--- src/shared/app_pkg.sv ---
package app_pkg;
  // Buffer memory word offsets of one axis, then the axis 2 base and axis 2 config addresses
  localparam int BM_AW = 11;
  localparam int BM_DW = 16;
  localparam logic [10:0] BM_SENS_LO = 11'h000;
  localparam logic [10:0] BM_SENS_HI = 11'h001;
  localparam logic [10:0] BM_CW_LO = 11'h002;
  localparam logic [10:0] BM_CW_HI = 11'h003;
  localparam logic [10:0] BM_CCW_LO = 11'h004;
  localparam logic [10:0] BM_CCW_HI = 11'h005;
  localparam logic [10:0] BM_STATUS = 11'h006;
  localparam logic [10:0] BM_ERR = 11'h007;
  localparam logic [10:0] BM_PRESET_LO = 11'h2B2;
  localparam logic [10:0] BM_PRESET_HI = 11'h2B3;
  localparam logic [10:0] BM_INHIBIT = 11'h2B6;
  localparam logic [10:0] BM_AXIS_CFG = 11'h2BE;
  localparam logic [10:0] BM_AXIS2_BASE = 11'h3E8;
  localparam logic [10:0] BM_AXIS2_CFG = 11'h6A6;
  localparam int BM_STATUS_FAULT_BIT = 0;
  localparam int AXIS_CFG_EN_BIT = 0;
  // Error codes
  localparam logic [15:0] ERR_NONE = 16'h0000;
  localparam logic [15:0] ERR_WR_PROT_BASE = 16'h000A;
  localparam logic [15:0] ERR_SENSOR = 16'h0016;
  localparam logic [15:0] ERR_DATA = 16'h0045;
  localparam logic [15:0] ERR_PRESET_RANGE = 16'h0075;
  // Discrete points, 32 each way
  localparam int IO_POINTS = 32;
  localparam int PT_ONLINE = 1;
  localparam int PT_SENSOR_FAULT = 4;
  localparam int PT_ERR_AXIS1 = 5;
  localparam int PT_ERR_AXIS2 = 9;
  localparam int PT_READY_REQ = 16;
  localparam int PT_PRESET_AXIS1 = 19;
  localparam int PT_PRESET_AXIS2 = 22;
  localparam int PT_ERR_CLEAR = 28;
  // Timing
  localparam int CLK_KHZ = 40000;
  localparam int PRESET_SETTLE_MS = 12;
  localparam int PRESET_GAP_MS = 100;
  localparam int CLEAR_HOLD_MS = 12;
  localparam int PRESET_SETTLE_CYC = PRESET_SETTLE_MS * CLK_KHZ;
  localparam int PRESET_GAP_CYC = PRESET_GAP_MS * CLK_KHZ;
  localparam int CLEAR_HOLD_CYC = CLEAR_HOLD_MS * CLK_KHZ;
  localparam int HOST_SCAN_CYC = 4;
  // Host controller registers
  localparam logic [7:0] REG_CTRL = 8'h00;
  localparam logic [7:0] REG_STATUS = 8'h04;
  localparam logic [7:0] REG_BM_ADDR = 8'h08;
  localparam logic [7:0] REG_BM_DATA = 8'h0C;
  localparam logic [7:0] REG_BM_READ = 8'h10;
  localparam logic [7:0] REG_PRESET = 8'h14;
  localparam logic [7:0] REG_CLEAR = 8'h18;
  localparam int CTRL_READY_BIT = 0;
  localparam int ST_READY = 0;
  localparam int ST_ONLINE = 1;
  localparam int ST_FAULT = 2;
  localparam int ST_ERR1 = 3;
  localparam int ST_ERR2 = 4;
  localparam int ST_BUSY = 5;
  localparam logic [1:0] HTRANS_NONSEQ = 2'h2;

  typedef enum logic [1:0] {
    DS_OFFLINE = 2'b01,
    DS_ONLINE = 2'b10
  } app_dev_state_e;

  typedef enum logic [4:0] {
    HS_IDLE = 5'b00001,
    HS_BUS = 5'b00010,
    HS_WAIT = 5'b00100,
    HS_PULSE = 5'b01000,
    HS_CLEAR = 5'b10000
  } app_host_state_e;
endpackage : app_pkg

--- src/shared/app_link_if.sv ---
`timescale 1ns/1ps
interface app_link_if (
  input wire logic clkSys,
  input wire logic rst
);
  logic [31:0] devicePoints;
  logic [31:0] hostPoints;
  logic [10:0] bmAddr;
  logic bmWrite;
  logic bmRead;
  logic [15:0] bmWData;
  logic [15:0] bmRData;
  logic bmAck;

  modport devicePort (
    input clkSys, rst, hostPoints, bmAddr, bmWrite, bmRead, bmWData,
    output devicePoints, bmRData, bmAck
  );
  modport hostPort (
    input clkSys, rst, devicePoints, bmRData, bmAck,
    output hostPoints, bmAddr, bmWrite, bmRead, bmWData
  );
endinterface : app_link_if

--- src/core/app_axis.sv ---
`timescale 1ns/1ps
module app_axis #(
  parameter logic [31:0] PRESET_MAX = 32'h7FFF_FFFF
) (
  input wire logic clkSys,
  input wire logic rst,
  input wire logic run,
  input wire logic [31:0] sensorPos,
  input wire logic sensorFault,
  input wire logic presetCmd,
  input wire logic [31:0] presetValue,
  input wire logic [15:0] presetInhibit,
  input wire logic powerCheck,
  input wire logic retainedValid,
  input wire logic protErr,
  input wire logic [15:0] protCode,
  input wire logic clearErr,
  output logic [31:0] posCw,
  output logic [31:0] posCcw,
  output logic [15:0] errorCode,
  output logic presetDone
);
  logic cmdPrev;
  logic cmdRise;
  logic presetOk;
  logic rangeBad;
  logic applyQ;
  logic [31:0] offsetCw;
  logic [31:0] offsetCcw;

  assign cmdRise = presetCmd && !cmdPrev;
  assign presetOk = cmdRise && run
    && !sensorFault
    && presetInhibit == app_pkg::ERR_NONE;
  assign rangeBad = presetValue > PRESET_MAX;

  always_ff @(posedge clkSys or posedge rst) begin
    if (rst) begin
      cmdPrev <= 1'b0;
    end else begin
      cmdPrev <= presetCmd;
    end
  end

  // Offsets are latched at the preset, so both positions follow the shaft from the preset value
  always_ff @(posedge clkSys or posedge rst) begin
    if (rst) begin
      offsetCw <= '0;
      offsetCcw <= '0;
    end else if (presetOk && !rangeBad) begin
      offsetCw <= presetValue - sensorPos;
      offsetCcw <= presetValue + sensorPos;
    end
  end

  always_ff @(posedge clkSys or posedge rst) begin
    if (rst) begin
      posCw <= '0;
      posCcw <= '0;
    end else if (run) begin
      posCw <= sensorPos + offsetCw;
      posCcw <= offsetCcw - sensorPos;
    end
  end

  // New value is visible two edges after the rise, far inside the limit
  always_ff @(posedge clkSys or posedge rst) begin
    if (rst) begin
      applyQ <= 1'b0;
      presetDone <= 1'b0;
    end else begin
      applyQ <= presetOk && !rangeBad;
      presetDone <= applyQ;
    end
  end

  // Any new error outranks a clear in the same cycle
  always_ff @(posedge clkSys or posedge rst) begin
    if (rst) begin
      errorCode <= app_pkg::ERR_NONE;
    end else if (sensorFault) begin
      errorCode <= app_pkg::ERR_SENSOR;
    end else if (powerCheck && !retainedValid) begin
      errorCode <= app_pkg::ERR_DATA;
    end else if (presetOk && rangeBad) begin
      errorCode <= app_pkg::ERR_PRESET_RANGE;
    end else if (protErr) begin
      errorCode <= protCode;
    end else if (clearErr) begin
      errorCode <= app_pkg::ERR_NONE;
    end
  end
endmodule : app_axis

--- src/core/app_device.sv ---
`timescale 1ns/1ps
module app_device #(
  parameter int CLEAR_SAMPLE_CYCLES = app_pkg::CLEAR_HOLD_CYC,
  parameter logic [31:0] PRESET_MAX = 32'h7FFF_FFFF
) (
  app_link_if.devicePort link,
  input wire logic [63:0] sensorPos,
  input wire logic [1:0] sensorFault,
  input wire logic [1:0] retainedValid,
  output logic [1:0] presetDone
);
  localparam int AXES = 2;

  app_pkg::app_dev_state_e state;
  app_pkg::app_dev_state_e next_state;
  logic readyReq;
  logic online;
  logic checked;
  logic powerCheck;
  logic [31:0] clrCnt;
  logic clrTick;
  logic clearErr;
  logic axisSel;
  logic [10:0] off;
  logic protHit;
  logic [15:0] protCode;
  logic [15:0] readWord;
  logic [1:0] presetCmd;
  logic [31:0] presetValue [AXES];
  logic [15:0] presetInhibit [AXES];
  logic [15:0] axisCfg [AXES];
  logic [31:0] posCw [AXES];
  logic [31:0] posCcw [AXES];
  logic [15:0] errorCode [AXES];

  assign readyReq = link.hostPoints[app_pkg::PT_READY_REQ];
  assign presetCmd = {link.hostPoints[app_pkg::PT_PRESET_AXIS2],
                      link.hostPoints[app_pkg::PT_PRESET_AXIS1]};
  assign online = state == app_pkg::DS_ONLINE;

  always_comb begin
    case (state)
      app_pkg::DS_OFFLINE: begin
        next_state = readyReq ? app_pkg::DS_ONLINE : app_pkg::DS_OFFLINE;
      end
      app_pkg::DS_ONLINE: begin
        next_state = readyReq ? app_pkg::DS_ONLINE : app_pkg::DS_OFFLINE;
      end
      default: begin
        next_state = app_pkg::DS_OFFLINE;
      end
    endcase
  end

  always_ff @(posedge link.clkSys or posedge link.rst) begin
    if (link.rst) begin
      state <= app_pkg::DS_OFFLINE;
    end else begin
      state <= next_state;
    end
  end

  // Retained data is judged once, on the first edge after reset release
  always_ff @(posedge link.clkSys or posedge link.rst) begin
    if (link.rst) begin
      checked <= 1'b0;
    end else begin
      checked <= 1'b1;
    end
  end
  assign powerCheck = !checked;

  // Clear is only looked at once per sample period, so a short pulse
  // can slip between two looks
  always_ff @(posedge link.clkSys or posedge link.rst) begin
    if (link.rst) begin
      clrCnt <= '0;
    end else if (clrCnt >= 32'(CLEAR_SAMPLE_CYCLES - 1)) begin
      clrCnt <= '0;
    end else begin
      clrCnt <= clrCnt + 32'h0000_0001;
    end
  end
  assign clrTick = clrCnt >= 32'(CLEAR_SAMPLE_CYCLES - 1);
  assign clearErr = clrTick
    && link.hostPoints[app_pkg::PT_ERR_CLEAR];

  // Axis 2 words sit a fixed distance above axis 1
  assign axisSel = link.bmAddr >= app_pkg::BM_AXIS2_BASE;
  assign off = axisSel ? link.bmAddr - app_pkg::BM_AXIS2_BASE : link.bmAddr;
  assign protHit = link.bmWrite && online && off <= app_pkg::BM_ERR;
  assign protCode = app_pkg::ERR_WR_PROT_BASE + 16'(off);

  for (genvar a = 0; a < AXES; a++) begin : gAxis
    logic hit;
    logic run;
    assign hit = link.bmWrite && axisSel == 1'(a);
    assign run = online && axisCfg[a][app_pkg::AXIS_CFG_EN_BIT];

    always_ff @(posedge link.clkSys or posedge link.rst) begin
      if (link.rst) begin
        presetValue[a] <= '0;
        presetInhibit[a] <= '0;
        axisCfg[a] <= '0;
      end else if (hit) begin
        if (off == app_pkg::BM_PRESET_LO) begin
          presetValue[a][15:0] <= link.bmWData;
        end
        if (off == app_pkg::BM_PRESET_HI) begin
          presetValue[a][31:16] <= link.bmWData;
        end
        if (off == app_pkg::BM_INHIBIT) begin
          presetInhibit[a] <= link.bmWData;
        end
        if (off == app_pkg::BM_AXIS_CFG) begin
          axisCfg[a] <= link.bmWData;
        end
      end
    end

    app_axis #(
      .PRESET_MAX(PRESET_MAX)
    ) uAxis (
      .clkSys(link.clkSys),
      .rst(link.rst),
      .run(run),
      .sensorPos(sensorPos[32 * a +: 32]),
      .sensorFault(sensorFault[a]),
      .presetCmd(presetCmd[a]),
      .presetValue(presetValue[a]),
      .presetInhibit(presetInhibit[a]),
      .powerCheck(powerCheck),
      .retainedValid(retainedValid[a]),
      .protErr(hit && protHit),
      .protCode(protCode),
      .clearErr(clearErr),
      .posCw(posCw[a]),
      .posCcw(posCcw[a]),
      .errorCode(errorCode[a]),
      .presetDone(presetDone[a])
    );
  end

  always_comb begin
    readWord = '0;
    case (off)
      app_pkg::BM_SENS_LO: readWord = sensorPos[32 * axisSel +: 16];
      app_pkg::BM_SENS_HI: readWord = sensorPos[32 * axisSel + 16 +: 16];
      app_pkg::BM_CW_LO: readWord = posCw[axisSel][15:0];
      app_pkg::BM_CW_HI: readWord = posCw[axisSel][31:16];
      app_pkg::BM_CCW_LO: readWord = posCcw[axisSel][15:0];
      app_pkg::BM_CCW_HI: readWord = posCcw[axisSel][31:16];
      app_pkg::BM_STATUS: begin
        readWord[app_pkg::BM_STATUS_FAULT_BIT] = sensorFault[axisSel];
      end
      app_pkg::BM_ERR: readWord = errorCode[axisSel];
      app_pkg::BM_PRESET_LO: readWord = presetValue[axisSel][15:0];
      app_pkg::BM_PRESET_HI: readWord = presetValue[axisSel][31:16];
      app_pkg::BM_INHIBIT: readWord = presetInhibit[axisSel];
      app_pkg::BM_AXIS_CFG: readWord = axisCfg[axisSel];
      default: readWord = '0;
    endcase
  end

  always_ff @(posedge link.clkSys or posedge link.rst) begin
    if (link.rst) begin
      link.bmAck <= 1'b0;
      link.bmRData <= '0;
    end else begin
      link.bmAck <= link.bmWrite || link.bmRead;
      if (link.bmRead) begin
        link.bmRData <= readWord;
      end
    end
  end

  // Unused points of the 32-point block stay low
  always_ff @(posedge link.clkSys or posedge link.rst) begin
    if (link.rst) begin
      link.devicePoints <= '0;
    end else begin
      link.devicePoints <= '0;
      link.devicePoints[app_pkg::PT_ONLINE] <= online;
      link.devicePoints[app_pkg::PT_SENSOR_FAULT] <= |sensorFault;
      link.devicePoints[app_pkg::PT_ERR_AXIS1] <=
        errorCode[0] != app_pkg::ERR_NONE;
      link.devicePoints[app_pkg::PT_ERR_AXIS2] <=
        errorCode[1] != app_pkg::ERR_NONE;
    end
  end
endmodule : app_device

--- src/flat_wrapper.sv ---
// flat-port wrapper written by rule: the top's interface ports become plain ports
module app_device_flat 
#(
  parameter int CLEAR_SAMPLE_CYCLES = app_pkg::CLEAR_HOLD_CYC,
  parameter logic [31:0] PRESET_MAX = 32'h7FFF_FFFF
)
  (sensorPos, sensorFault, retainedValid, presetDone, clkSys, rst, link_hostPoints, link_bmAddr, link_bmWrite, link_bmRead, link_bmWData, link_devicePoints, link_bmRData, link_bmAck);
  app_link_if link_i (.clkSys(clkSys), .rst(rst));
  input wire logic [63:0] sensorPos;
  input wire logic [1:0] sensorFault;
  input wire logic [1:0] retainedValid;
  output logic [1:0] presetDone;
  input wire logic clkSys;
  input wire logic rst;
  input wire logic [$bits(link_i.hostPoints)-1:0] link_hostPoints;
  input wire logic [$bits(link_i.bmAddr)-1:0] link_bmAddr;
  input wire logic [$bits(link_i.bmWrite)-1:0] link_bmWrite;
  input wire logic [$bits(link_i.bmRead)-1:0] link_bmRead;
  input wire logic [$bits(link_i.bmWData)-1:0] link_bmWData;
  output wire logic [$bits(link_i.devicePoints)-1:0] link_devicePoints;
  output wire logic [$bits(link_i.bmRData)-1:0] link_bmRData;
  output wire logic [$bits(link_i.bmAck)-1:0] link_bmAck;
  assign link_i.hostPoints = link_hostPoints;
  assign link_i.bmAddr = link_bmAddr;
  assign link_i.bmWrite = link_bmWrite;
  assign link_i.bmRead = link_bmRead;
  assign link_i.bmWData = link_bmWData;
  assign link_devicePoints = link_i.devicePoints;
  assign link_bmRData = link_i.bmRData;
  assign link_bmAck = link_i.bmAck;
  app_device #(.CLEAR_SAMPLE_CYCLES(CLEAR_SAMPLE_CYCLES), .PRESET_MAX(PRESET_MAX)) u_core (.link(link_i), .sensorPos(sensorPos), .sensorFault(sensorFault), .retainedValid(retainedValid), .presetDone(presetDone));
endmodule
--- config.mk ---
export PLATFORM = sky130hd
export DESIGN_NAME = app_device_flat
export DESIGN_NICKNAME = d
export VERILOG_FILES = /design/src/shared/app_pkg.sv /design/src/shared/app_link_if.sv /design/src/core/app_axis.sv /design/src/core/app_device.sv /design/src/flat_wrapper.sv
export SDC_FILE = /design/constraint.sdc
export NUM_CORES = 2
export LEC_CHECK = 0
export ABC_AREA = 0
export BUFFER_PORTS_ARGS = -buffer_cell sky130_fd_sc_hd__buf_2
export CAP_MARGIN = 30
export CORE_AREA = 2 2 268 270
export DETAILED_ROUTE_END_ITERATION = 7
export DIE_AREA = 0 0 270 272
export PLACE_DENSITY = 0.7
export REMOVE_ABC_BUFFERS = 1
export SYNTH_ARGS = -nofsm -noshare
export SYNTH_HDL_FRONTEND = slang
export SYNTH_HIERARCHICAL = 1
export SYNTH_SLANG_ARGS = --single-unit
--- constraint.sdc ---
create_clock -name clkSys -period 13.1 [get_ports clkSys]
set_input_delay 2.62 -clock clkSys [delete_from_list [all_inputs] [get_ports clkSys]]
set_output_delay 2.62 -clock clkSys [all_outputs]
set_load 0.005 [all_outputs]
==> results by group <==
Worst setup path
  – Worst reg2reg path depth: 13
  – CP startpoint: link_bmAddr[3]
  – Worst Path Required: approximately 14000 ps
  – Startpoint class of the critical path: input pin
  – R2r startpoint: u_core/state[0]
  – Endpoint class of the critical path: flip-flop
  – CP Cell Sequence: buf_2 -> inv_1 -> ha_1 -> nor2b_1 -> a211oi_2 -> o21ai_1 -> nand3_1 -> nor2_2 -> nand3_1 -> nor2_1 -> inv_1 -> nor2_1 -> a22oi_1 -> nor2_1
  – CP max-delay cell: nor2_2
  – Family with the most delay on the worst path: simple AND/OR/NAND/NOR gates
  – Stages on worst setup path: 14
  – Max Fanout on Critical Path: 20
  – Worst setup path category: in -> reg
  – Arrival time worst endpoint: 7160 ps
  – Worst path buffer plus inverter count: 3
  – Largest stage delay on the critical path: around 800 ps
  – CP most frequent cell: nor2_1
  – Reg2Reg Setup Slack: between 8000 and 9000 ps

Synth
  – Post-synthesis sequential area ratio: 0.340
  – Synth warnings: 6
  – Cell count after synthesis: 3883
  – Syn Area/Cell: 8.99 um^2
  – Post-synthesis register bit count: between 400 and 500
  – Post-synthesis cell type count: roughly 110
  – EDFF count, synth: 0
  – Share of flip-flops with an asynchronous set or reset: 1.00
  – Mapped cell area: 0.0349 mm^2
  – Most common flop cell mapped by yosys: dfrtp_1

Power and ir drop
  – Worst VDD drop: around 98 uV
  – PwrDens: 97.0 mW/mm^2
  – Overall power: about 3.7 mW
  – Leak: about 18 nW

STA
  – Min cycle time layout: 6600 ps
  – Slew Limit Fails: 0
  – Setup ws final: 6500 ps
  – RSZ-0062 raised after global routing: false
  – Final setup vio count: 0
  – Clock Skews: 32.3 ps
  – Fmax: 152 MHz
  – Final Hold Vio Count: 0
  – Measured slew at the worst slew-check pin: 1050 ps
  – Worst rel slew slack: 0.298
  – Tcrit/Tclk final: 0.504

Global route
  – Antenna violations before repair: 2
  – Grt ovf: 0
  – Vias in the first global route: 28400
  – Largest net degree at the start of global routing: 110
  – Overall fraction of global-route tracks in use: 0.314
  – Global-route wire length before repair: 176000 um

Placed design
  – Routability cong.: about 1.0
  – Post-Place Worst Slack: 6100 ps
  – Post-DP HPWL: 90000 um
  – PortBufs: 125

Floorplan
  – Die Wd: 270 um
  – Core box area: 0.0708 mm^2
  – Die area: approximately 0.073 mm^2
  – Die height: approximately 270 um
  – Starting density of the core: 0.493
  – Top Ports: 182
  – Standard-cell row count: 98

Clocking
  – Clk root buf: clkbuf_16
  – Worst-path clk slew: 60 ps
  – Setup Buffers After CTS: 0
  – TritonCTS buffer count: between 50 and 60
  – Post-CTS resize count: 0
  – H-tree levels: 2
  – Latest clock arrival within the worst-skew pair: 660 ps
  – Hold buffer count at cts: 0
  – Clk sinks: roughly 470
  – CTS tree: done
  – Clock Path Buffers: 3

Detailed routing
  – Post-Route WL: between 100000 and 150000 um
  – DR vias/cell: 6.19
  – Per-cell routed wire length: 24.0 um
  – Metal1 wirelength: ~50000 um
  – DRT Pass-1 Iters: 6
  – Drt first-iter violations: 3270
  – Metal3 WL: 10700 um
  – Max Used Layer: met5
  – Antenna Nets Post-Route: 0
  – Final routed DRC violation total: 0
  – Vias: 30400
  – Routed wl met2: 50600 um

Finish
  – Final Net Count: 4310
  – Area Overhead vs Synth: 9.54%
  – Number of diodes: 0
  – Share of cells above drive strength 1: 0.139

Job
  – Max-cap violation count: 0

Status
  – Status: complete, no violations

Min path
  – Hold depth: 0
  – Min-Delay Path Class: reg -> reg
  – Hold path startpoint: u_core/gAxis[1].uAxis/applyQ
layout by cell type (no fill, tap or decap), drive strengths merged, types with 151 or more instances in the layout:
cell type | Yosys | final
mux2 | 219 | 219
ha | 252 | 252
nor2 | 275 | 275
nand2 | 413 | 413
o21ai | 249 | 249
inv | 184 | 189
xnor2 | 158 | 158
dfrtp | 473 | 473
a21oi | 327 | 327
buf | 94 | 151
power breakdown:
part           switching, mW  leakage (nW)  total [mW]  internal, mW
logic                  0.293          10.8       0.424         0.131
clock network          0.710          1.02        1.78          1.07
registers             0.0185          6.39        1.51          1.49
total                   1.02          18.2        3.71          2.69
synthesized netlist by cell type, drive strengths merged, types with 19 or more instances:
cell type  instances  area [um^2]
nand2            413         1550
nand2b            35          219
o211ai            30          235
o22ai             38          238
xnor2            158         1380
nand4             29          196
clkbuf           131          494
mux2             219         2570
nand3             81          435
a211oi            31          263
xor2              63          552
ha               252         3150
buf               94          581
nor2b             31          201
o21ai            249         1250
a21oi            327         1640
mux2i            110         1100
a2111oi           19          211
a31oi             42          263
o31ai             31          251
a22oi             24          180
nor3              59          312
and2              26          163
and3              25          156
o21a              26          203
dfrtp            473        11800
nor4              37          231
a21o              81          608
o21bai            35          263
inv              184          691
nor2             275         1040
registers in the layout, indices dropped and copies added (netlist names):
name                           flops
u_core/gAxis.uAxis/errorCode      32
u_core/link.bmRData               16
u_core/presetInhibit              32
u_core/gAxis.uAxis/posCcw         62
u_core/axisCfg                    32
u_core/presetValue                64
u_core/gAxis.uAxis/offsetCw       64
u_core/link.bmAck                  1
u_core/gAxis.uAxis/cmdPrev         2
u_core/checked                     1
u_core/gAxis.uAxis/applyQ          2
u_core/clrCnt                     32
u_core/gAxis.uAxis/offsetCcw      62
u_core/link.devicePoints           4
u_core/gAxis.uAxis/posCw          64
u_core/gAxis.uAxis/presetDone      2
u_core/state                       2
metal layers:
layer | vias to the layer above | GRT usage
li1 | 14000 | -
met1 | 14900 | 0.436
met2 | 1312 | 0.477
met3 | 228 | 0.0564
met4 | 4 | 0.148
met5 | - | 0
worst paths after layout:
| path | to |
|---|---|
| worst min register to register | u_core/gAxis[1].uAxis/presetDone |
| min in group asynchronous | u_core/checked |
| worst min-delay path | u_core/gAxis[1].uAxis/presetDone |
| max in group asynchronous | u_core/gAxis[0].uAxis/offsetCcw[10] |
| worst max-delay path | u_core/gAxis[1].uAxis/errorCode[7] |
| worst max register to register | u_core/gAxis[1].uAxis/offsetCw[31] |
metrics by stage:
step,setup TNS [ps],instance area [um^2],utilization,instances,hold WS [ps]
floorplan,-78080,34000,-,3708,331
global placement,0,36000,0.510,4807,333
detailed placement,0,36100,0.510,4808,336
CTS,0,38200,0.540,4917,349
global route,0,38200,0.540,4918,353
finish,0,38200,0.540,4918,346
area by class of cell:
cell class | instances | area [um^2]
tap | 950 | 1190
multi-input combinational | 3050 | 21500
clock buffer | 74 | 1600
sequential | 474 | 11900
inverter | 184 | 708
clock inverter | 35 | 517
timing repair buffer | 151 | 861
fill | 6515 | 32500
kinds of logic after synthesis:
family / count (synthesis) / share of synthesized area
compound gates: 1101 / 0.206
xor+xnor: 221 / 0.0555
fa+ha+maj: 260 / 0.0950
buf+inv: 409 / 0.0506
flops: 474 / 0.340
mux: 333 / 0.108
other cells: 2 / 0.000215
simple gates: 1083 / 0.145
Note: power is estimated with default switching activity, not from simulation.
